**src/rtl/mcs_pkg.sv**
```systemverilog
/*
 * Constants and carrier types for the main clock source control block.
 * Assumes a single system clock; oscillator clocks arrive as sampled levels.
 */
package mcs_pkg;
    // ==========================================================
    // fast rc frequency codes
    localparam logic [1:0] MCS_RC_4MHZ     = 2'h0;
    localparam logic [1:0] MCS_RC_8MHZ     = 2'h1;
    localparam logic [1:0] MCS_RC_12MHZ    = 2'h2;
    localparam logic [1:0] MCS_RC_DEFAULT  = MCS_RC_4MHZ;
    // ==========================================================
    // timing
    localparam int unsigned MCS_SLOW_DIV   = 8;
    localparam logic [2:0]  MCS_DIV_LAST   = 3'h7;
    localparam logic [7:0]  MCS_CNT_ZERO   = 8'h00;
    localparam int unsigned MCS_SYNC_WAIT  = 2;
    localparam logic [1:0]  MCS_SYNC_LAST  = 2'h1;

    // ==========================================================
    // switch states, gray along the path
    typedef enum logic [1:0] {
        MCS_ST_IDLE = 2'b00,
        MCS_ST_GATE = 2'b01,
        MCS_ST_WAIT = 2'b11,
        MCS_ST_OPEN = 2'b10
    } mcs_state_t;

    typedef struct packed {
        logic       fast_rc_enable;
        logic [1:0] fast_rc_freq_select;
        logic       xtal_enable;
        logic       xtal_bypass;
        logic       main_source_select;
        logic [7:0] xtal_startup_count;
        logic       irq_mask_stable;
        logic       irq_mask_switch;
    } mcs_cfg_t;

    typedef struct packed {
        logic xtal_stable_flag;
        logic source_switch_done;
        logic main_is_xtal;
    } mcs_stat_t;
endpackage

```
**src/rtl/mcs_startup.sv**
```systemverilog
/*
 * Crystal start-up counter: counts down on slow clock divided by eight.
 * Assumes slow_tick is a one-cycle enable at the slow clock rate.
 */
`timescale 1ns/10ps
`default_nettype none
module mcs_startup
(
    // clock and reset
    input  wire logic       sys_clk,
    input  wire logic       arst_n,
    // control
    input  wire logic       slow_tick,
    input  wire logic       xtal_enable,
    input  wire logic [7:0] xtal_startup_count,
    // status
    output logic            xtal_stable_flag
);
    typedef struct packed {
        logic       en_d;
        logic [2:0] div;
        logic [7:0] cnt;
        logic       stable;
    } mcs_su_t;

    mcs_su_t st_reg;
    mcs_su_t st_next;

    // ==========================================================
    // next state
    always_comb
    begin
        st_next = st_reg;
        st_next.en_d = xtal_enable;
        if (xtal_enable && !st_reg.en_d)
        begin
            st_next.cnt    = xtal_startup_count;
            st_next.div    = '0;
            st_next.stable = 1'b0;
        end
        else if (!xtal_enable)
        begin
            st_next.stable = 1'b0;
        end
        else if (slow_tick && !st_reg.stable)
        begin
            st_next.div = st_reg.div + 3'h1;
            if (st_reg.cnt == mcs_pkg::MCS_CNT_ZERO)
            begin
                st_next.stable = 1'b1;
            end
            else if (st_reg.div == mcs_pkg::MCS_DIV_LAST)
            begin
                st_next.cnt = st_reg.cnt - 8'h01;
            end
        end
    end

    always_ff @(posedge sys_clk or negedge arst_n)
    begin
        if (!arst_n)
            st_reg <= '0;
        else
            st_reg <= st_next;
    end

    assign xtal_stable_flag = st_reg.stable;

    AST_LOAD_CLEARS: assert property (@(posedge sys_clk) disable iff (!arst_n)
        $rose(xtal_enable) |=> !xtal_stable_flag && st_reg.cnt == $past(xtal_startup_count))
        else $error("start-up counter not loaded on enable");
    AST_DECREMENT: assert property (@(posedge sys_clk) disable iff (!arst_n)
        xtal_enable && st_reg.en_d && slow_tick && !st_reg.stable
        && st_reg.div == mcs_pkg::MCS_DIV_LAST && st_reg.cnt != mcs_pkg::MCS_CNT_ZERO
        |=> st_reg.cnt == $past(st_reg.cnt) - 8'h01)
        else $error("counter did not step once per eight slow ticks");
    AST_STABLE_AT_ZERO: assert property (@(posedge sys_clk) disable iff (!arst_n)
        $rose(xtal_stable_flag) |-> $past(st_reg.cnt) == mcs_pkg::MCS_CNT_ZERO)
        else $error("stable flag rose before counter reached zero");
endmodule // mcs_startup
`default_nettype wire

```
**src/rtl/mcs_main_clock_ctrl.sv**
```systemverilog
/*
 * Main clock source control: fast rc / crystal selection with a
 * break-before-make switch, crystal start-up timing and status interrupt.
 * Assumes oscillator clocks are sampled levels synchronous to sys_clk and
 * that slow_clock_tick marks each slow clock edge; slow clock is never gated.
 */
// Summary of operation
// - fast rc: three frequencies, lowest after reset
// - start-up counter decrements per slow clock/8
// - counter at zero sets crystal stable
// - stable flag and mask raise interrupt
// - select bit: rc clear, crystal set
// - rc forced at start and in wait
// - source change is glitch-free
// - switch-done status after switch sequence
// - switch-done and mask raise interrupt
// - frequency meter sees selected main clock
// - slow clock runs permanently, never gated
`timescale 1ns/10ps
`default_nettype none
module mcs_main_clock_ctrl
(
    // clock and reset
    input  wire logic             sys_clk,
    input  wire logic             arst_n,
    // configuration
    input  wire mcs_pkg::mcs_cfg_t cfg,
    input  wire logic             wait_mode,
    // oscillator clocks as levels
    input  wire logic             slow_clock_tick,
    input  wire logic             fast_rc_clk,
    input  wire logic             xtal_input_pin,
    input  wire logic             xtal_osc_clk,
    // outputs
    output logic                  main_clock,
    output logic                  freq_meter_clk,
    output logic                  slow_clock_run,
    output logic [1:0]            fast_rc_freq,
    output mcs_pkg::mcs_stat_t    status,
    output logic                  irq
);
    typedef struct packed {
        mcs_pkg::mcs_state_t fsm;
        logic                sel_xtal;
        logic                target;
        logic [1:0]          wait_cnt;
        logic                done;
        logic [1:0]          rc_freq;
        logic                rc_en_d;
        logic                main_clk;
        logic                irq;
    } mcs_st_t;

    mcs_st_t st_reg;
    mcs_st_t st_next;
    logic    stable;
    logic    want_xtal;
    logic    xtal_src;

    // ==========================================================
    // start-up counter
    mcs_startup u_startup
    (
        .sys_clk            (sys_clk),
        .arst_n             (arst_n),
        .slow_tick          (slow_clock_tick),
        .xtal_enable        (cfg.xtal_enable),
        .xtal_startup_count (cfg.xtal_startup_count),
        .xtal_stable_flag   (stable)
    );

    assign want_xtal = cfg.main_source_select && !wait_mode;
    assign xtal_src  = cfg.xtal_bypass ? xtal_input_pin : xtal_osc_clk;

    // ==========================================================
    // next state
    always_comb
    begin
        st_next = st_reg;
        st_next.rc_en_d = cfg.fast_rc_enable;
        // frequency changes on a write that leaves enable steady high
        if (cfg.fast_rc_enable && st_reg.rc_en_d)
        begin
            st_next.rc_freq = cfg.fast_rc_freq_select;
        end
        case (st_reg.fsm)
            mcs_pkg::MCS_ST_IDLE:
            begin
                if (want_xtal != st_reg.sel_xtal)
                begin
                    st_next.target = want_xtal;
                    st_next.done   = 1'b0;
                    st_next.fsm    = mcs_pkg::MCS_ST_GATE;
                end
            end
            mcs_pkg::MCS_ST_GATE:
            begin
                // gate only while output is low: no runt pulse
                if (!st_reg.main_clk)
                begin
                    st_next.wait_cnt = '0;
                    st_next.fsm      = mcs_pkg::MCS_ST_WAIT;
                end
            end
            mcs_pkg::MCS_ST_WAIT:
            begin
                st_next.wait_cnt = st_reg.wait_cnt + 2'h1;
                if (st_reg.wait_cnt == mcs_pkg::MCS_SYNC_LAST)
                begin
                    st_next.sel_xtal = st_reg.target;
                    st_next.fsm      = mcs_pkg::MCS_ST_OPEN;
                end
            end
            mcs_pkg::MCS_ST_OPEN:
            begin
                st_next.done = 1'b1;
                st_next.fsm  = mcs_pkg::MCS_ST_IDLE;
            end
            default:
            begin
                st_next.fsm = mcs_pkg::MCS_ST_IDLE;
            end
        endcase
        // main clock low while gated between sources
        if (st_next.fsm == mcs_pkg::MCS_ST_WAIT || st_reg.fsm == mcs_pkg::MCS_ST_WAIT)
            st_next.main_clk = 1'b0;
        else
            st_next.main_clk = st_next.sel_xtal ? xtal_src : fast_rc_clk;
        st_next.irq = (stable && cfg.irq_mask_stable)
            || (st_next.done && cfg.irq_mask_switch);
    end

    always_ff @(posedge sys_clk or negedge arst_n)
    begin
        if (!arst_n)
        begin
            st_reg         <= '0;
            st_reg.rc_freq <= mcs_pkg::MCS_RC_DEFAULT;
            st_reg.done    <= 1'b1;
        end
        else
            st_reg <= st_next;
    end

    // ==========================================================
    // outputs
    assign main_clock            = st_reg.main_clk;
    assign freq_meter_clk        = st_reg.main_clk;
    assign slow_clock_run        = 1'b1;
    assign fast_rc_freq          = st_reg.rc_freq;
    assign status.xtal_stable_flag   = stable;
    assign status.source_switch_done = st_reg.done;
    assign status.main_is_xtal       = st_reg.sel_xtal;
    assign irq                   = st_reg.irq;

    AST_WAIT_FORCES_RC: assert property (@(posedge sys_clk) disable iff (!arst_n)
        wait_mode[*8] |-> !st_reg.sel_xtal)
        else $error("rc not selected during wait mode");
    AST_SWITCH_DONE: assert property (@(posedge sys_clk) disable iff (!arst_n)
        st_reg.fsm == mcs_pkg::MCS_ST_GATE ##1 !$past(st_reg.main_clk)
        |-> ##[1:4] st_reg.done)
        else $error("switch done not reported");
    AST_GAP_LOW: assert property (@(posedge sys_clk) disable iff (!arst_n)
        st_reg.fsm == mcs_pkg::MCS_ST_WAIT |-> !main_clock)
        else $error("main clock not held low across switch");
    AST_IRQ_STABLE: assert property (@(posedge sys_clk) disable iff (!arst_n)
        stable && cfg.irq_mask_stable |=> irq)
        else $error("stable interrupt missing");
    AST_IRQ_SWITCH: assert property (@(posedge sys_clk) disable iff (!arst_n)
        $rose(st_reg.done) && cfg.irq_mask_switch |-> irq)
        else $error("switch interrupt missing");
    AST_SELECT: assert property (@(posedge sys_clk) disable iff (!arst_n)
        st_reg.fsm == mcs_pkg::MCS_ST_IDLE && st_reg.done |-> st_reg.sel_xtal == st_reg.target)
        else $error("selected source differs from target");
    AST_RC_FREQ: assert property (@(posedge sys_clk) disable iff (!arst_n)
        $rose(cfg.fast_rc_enable) |=> fast_rc_freq == $past(fast_rc_freq))
        else $error("rc frequency changed on the enabling write");
    AST_METER: assert property (@(posedge sys_clk) disable iff (!arst_n)
        freq_meter_clk == main_clock)
        else $error("meter not on main clock");

    COV_TO_XTAL: cover property (@(posedge sys_clk) disable iff (!arst_n)
        $rose(status.main_is_xtal));
    COV_STABLE: cover property (@(posedge sys_clk) disable iff (!arst_n) $rose(stable));
    COV_WAIT_BACK: cover property (@(posedge sys_clk) disable iff (!arst_n)
        st_reg.sel_xtal && wait_mode ##[1:8] !st_reg.sel_xtal);
    // a source level stuck high keeps the gate from closing: switch never ends
    COV_SWITCH_DONE: cover property (@(posedge sys_clk) disable iff (!arst_n)
        $rose(st_reg.done));
    COV_RC_ENABLE: cover property (@(posedge sys_clk) disable iff (!arst_n)
        $rose(cfg.fast_rc_enable));
endmodule // mcs_main_clock_ctrl
`default_nettype wire

```
**config.mk**
```make
export PLATFORM = sky130hd
export DESIGN_NAME = mcs_main_clock_ctrl
export DESIGN_NICKNAME = d
export VERILOG_FILES = /design/src/rtl/mcs_pkg.sv /design/src/rtl/mcs_startup.sv /design/src/rtl/mcs_main_clock_ctrl.sv
export SDC_FILE = /design/constraint.sdc
export NUM_CORES = 1
export LEC_CHECK = 0
export BUFFER_PORTS_ARGS = -buffer_cell sky130_fd_sc_hd__clkbuf_2
export CORE_UTILIZATION = 47
export CTS_BUF_LIST = sky130_fd_sc_hd__clkbuf_2 sky130_fd_sc_hd__clkbuf_4 sky130_fd_sc_hd__clkbuf_8
export CTS_CLUSTER_DIAMETER = 200
export DETAILED_ROUTE_END_ITERATION = 10
export GPL_TIMING_DRIVEN = 0
export PLACE_DENSITY_LB_ADDON = 0.1
export SLEW_MARGIN = 20
export SYNTH_ARGS = -nofsm -noshare
export SYNTH_HDL_FRONTEND = slang
export SYNTH_HIERARCHICAL = 1
export SYNTH_SLANG_ARGS = --single-unit
```
**constraint.sdc**
```tcl
create_clock -name sys_clk -period 2.87 [get_ports sys_clk]
set_input_delay 0.1435 -clock sys_clk [delete_from_list [all_inputs] [get_ports sys_clk]]
set_output_delay 0.1435 -clock sys_clk [all_outputs]
set_load 0.02 [all_outputs]
```
==> flow_metrics.env <==
export IMPL_status="completed"
export IMPL_worst_endpoint_required_ns=3.09
export IMPL_worst_slew_pin_transition_ns=0.625
export IMPL_arrival_ns=2.14
export IMPL_routedWlPerCell_um=12.3
export IMPL_core_utilization_of_the_finished_layout=0.589
export IMPL_detail_route_vias_per_cell=5.13
export IMPL_count_of_vias_placed_by_the_detailed_router=1026
export IMPL_static_leakage_power_nw=0.773
export IMPL_synth_top_area_frac=0.444
export IMPL_cts_tree="built"
export IMPL_initial_utilization=0.495
export IMPL_clk_root_buffer_cell="sky130_fd_sc_hd__clkbuf_4"
export IMPL_rsz0062_at_grt="false"
export IMPL_finalWorstSetupSlack_ns=0.943
export IMPL_drt_initial_drc_count=24
export IMPL_postSynthAreaPerCell_sq_um=10.3
export IMPL_synth_async_sr_flop_share=1.00
export IMPL_largest_register_ff_count=12
export IMPL_crit_path_end_kind="register"
export IMPL_max_clock_path_buffers=2
export IMPL_drive_above_1_share=0.331
export IMPL_p_switching_w=0.000394
export IMPL_place_gp_congestion=0.721
export IMPL_cap_violations=0
export IMPL_vias_in_the_first_global_route=1032
export IMPL_p_per_area_nw_per_um2=666
export IMPL_maxClockFrequency_mhz=519
export IMPL_grt_ovfl_total=0
export IMPL_yosysSeqAreaShare=0.463
export IMPL_part_of_the_total_power_dissipated_in_sequential_elements=0.488
export IMPL_highest_metal_layer_used_by_the_detailed_router="met4"
export IMPL_fin_crit_ns=1.93
export IMPL_stdcell_area_sq_um=1610
export IMPL_final_min_period_over_clock_period=0.671
export IMPL_power_frac_clock=0.146
export IMPL_detail_route_antenna_nets=0
export IMPL_setup_tns_ns=0
export IMPL_clock_latency_ns=0.31
export IMPL_power_frac_comb=0.366
export IMPL_peakVddDrop_uv=606
export IMPL_die_height_um=55.6
export IMPL_p_sw_frac=0.368
export IMPL_pre_cts_slack_ns=0.973
export IMPL_nFillCells=252
export IMPL_path_max_fanout=6
export IMPL_die_w_um=55.6
export IMPL_num_nets_final=198
export IMPL_global_route_usage_total=0.182
export IMPL_min_path_type="in -> reg"
export IMPL_wire_length_of_the_first_global_routing_pass_mm=4.44
export IMPL_synthTopCellsByArea="sky130_fd_sc_hd__dfrtp_1, sky130_fd_sc_hd__ha_1, sky130_fd_sc_hd__buf_4"
export IMPL_finalSetupViolations=0
export IMPL_grt_start_max_net_pins=26
export IMPL_coreArea_sq_um=2730
export IMPL_edff_count_synth=0
export IMPL_final_max_slew_violation_count=0
export IMPL_synth_ff_latch_count=25
export IMPL_finClkSkew_ns=0.00112
export IMPL_clock_sink_count=25
export IMPL_synth_warning_count=6
export IMPL_dpl_cell_area_sq_um=1540
export IMPL_max_slew_margin=0.583
export IMPL_dr_wl_met2_mm=1.17
export IMPL_r2r_cell_count=7
export IMPL_drcViolationCount=0
export IMPL_htree_levels=1
export IMPL_yosysTopAreaCell="sky130_fd_sc_hd__dfrtp_1"
export IMPL_number_of_antenna_violations_at_the_first_check_in_global_routing=0
export IMPL_clk_pin_slew_worst_paths_ns=0.14
export IMPL_routed_wirelength_mm=2.45
export IMPL_p_int_w=0.000677
export IMPL_synth_commonest_cells="sky130_fd_sc_hd__dfrtp_1, sky130_fd_sc_hd__nand2_1, sky130_fd_sc_hd__inv_1"
export IMPL_floorplan_die_area_sq_um=3100
export IMPL_tritoncts_num_buffers=3
export IMPL_detail_route_wirelength_met1_mm=1.19
export IMPL_crit_type="reg -> reg"
export IMPL_report_final_hold_viol_count=0
export IMPL_postSynthNetCount=159
export IMPL_synth_ff_type="sky130_fd_sc_hd__dfrtp_1"
export IMPL_number_of_cell_rows=19
export IMPL_io_pins=32
export IMPL_totalPowerFinal_w=0.00107
export IMPL_io_buffer_count=30
export IMPL_dp_hpwl_mm=1.79
export IMPL_area_growth_syn_to_layout_pct=19.0
export IMPL_start_kind="register"
export IMPL_met3RoutedLength_um=73
export IMPL_worst_hold_path_num_cells=3
export IMPL_num_antenna_cells=0
export IMPL_syn_inst=131
export IMPL_yosysMostFrequentCell="sky130_fd_sc_hd__dfrtp_1"
export IMPL_post_synth_instance_area_sq_um=1350
export IMPL_synth_cell_types=43
export IMPL_firstDrtPassIters=4
-- through the flow --
stage                     cells  hold WS (ns)
final                       200        0.0186
after CTS                   199       0.00536
after floorplan             131        -0.152
after global placement      192         0.187
after global routing        200        0.0191
after detailed placement    192         0.190
-- what timing repair did --
action,4_1_cts,5_1_grt
hold buffers,3,1
gates resized for setup,0,0
endpoints found under the setup margin,0,0
endpoints found under the hold margin,26,1
setup buffers,0,0
-- cells by family after synthesis --
| group | share of synthesized area |
|---|---|
| other cells | 0.00277 |
| fa+ha+maj | 0.0463 |
| compound gates | 0.172 |
| buf+inv | 0.0833 |
| mux | 0.0500 |
| simple gates | 0.143 |
| flops | 0.463 |
| xor+xnor | 0.0389 |
-- worst max-delay path: stages, from the launching register on --
cell                        delay [ns]
sky130_fd_sc_hd__dfrtp_1          0.43
sky130_fd_sc_hd__inv_1            0.13
sky130_fd_sc_hd__ha_1             0.18
sky130_fd_sc_hd__or4b_4           0.46
sky130_fd_sc_hd__buf_6            0.15
sky130_fd_sc_hd__o2111ai_1        0.23
sky130_fd_sc_hd__xor2_1           0.18
sky130_fd_sc_hd__o21ai_1          0.07
-- per-layer routing --
layer / track usage / up-vias
met5: 0 / -
met3: 0.0233 / 2
met4: 0.0750 / 0
met1: 0.237 / 474
met2: 0.306 / 15
li1: - / 535
-- cell usage in the layout (no fill, tap or decap), drive strengths merged, types with 3 or more instances in the layout --
cell type,instances
nand2,12
o21ai,13
o211ai,3
nor2b,4
mux2i,3
buf,11
o22ai,3
inv,8
nor2,7
xor2,4
clkbuf,34
dlygate4sd3,4
mux2,3
ha,5
nor3,3
dfrtp,24
-- final timing paths --
kind / startpoint / endpoint / slack [ns]
min reg2reg: st_reg[6] / st_reg[6] / 0.50
min in group asynchronous: arst_n / st_reg[2] / 0.35
max in group asynchronous: arst_n / u_startup/st_reg[2] / 2.11
min: cfg[5] / u_startup/st_reg[4] / 0.02
max reg2reg: u_startup/st_reg[1] / u_startup/st_reg[7] / 0.94
max: u_startup/st_reg[1] / u_startup/st_reg[7] / 0.94
-- power groups by stage --
stage	clock, W	combinational, W	sequential [W]
after global placement	0	0.000378	0.000526
after global routing	0.000179	0.000449	0.000538
after floorplan	0	0.000275	0.000529
after CTS	0.000167	0.000396	0.000523
after detailed placement	0	0.000389	0.000530
final	0.000157	0.000392	0.000523
-- area by class of cell --
| class | instances | area, sq um | share of cell area |
|---|---|---|---|
| buffer | 12 | 82.6 | 0.0513 |
| clock buffer | 3 | 22.5 | 0.0140 |
| clock inverter | 1 | 5.00 | 0.00311 |
| inverter | 8 | 30.0 | 0.0187 |
| multi-input combinational | 86 | 613 | 0.381 |
| sequential | 25 | 627 | 0.390 |
| tap | 31 | 38.8 | 0.0241 |
| timing repair buffer | 34 | 190 | 0.118 |
(Power assumes the default switching activity.)
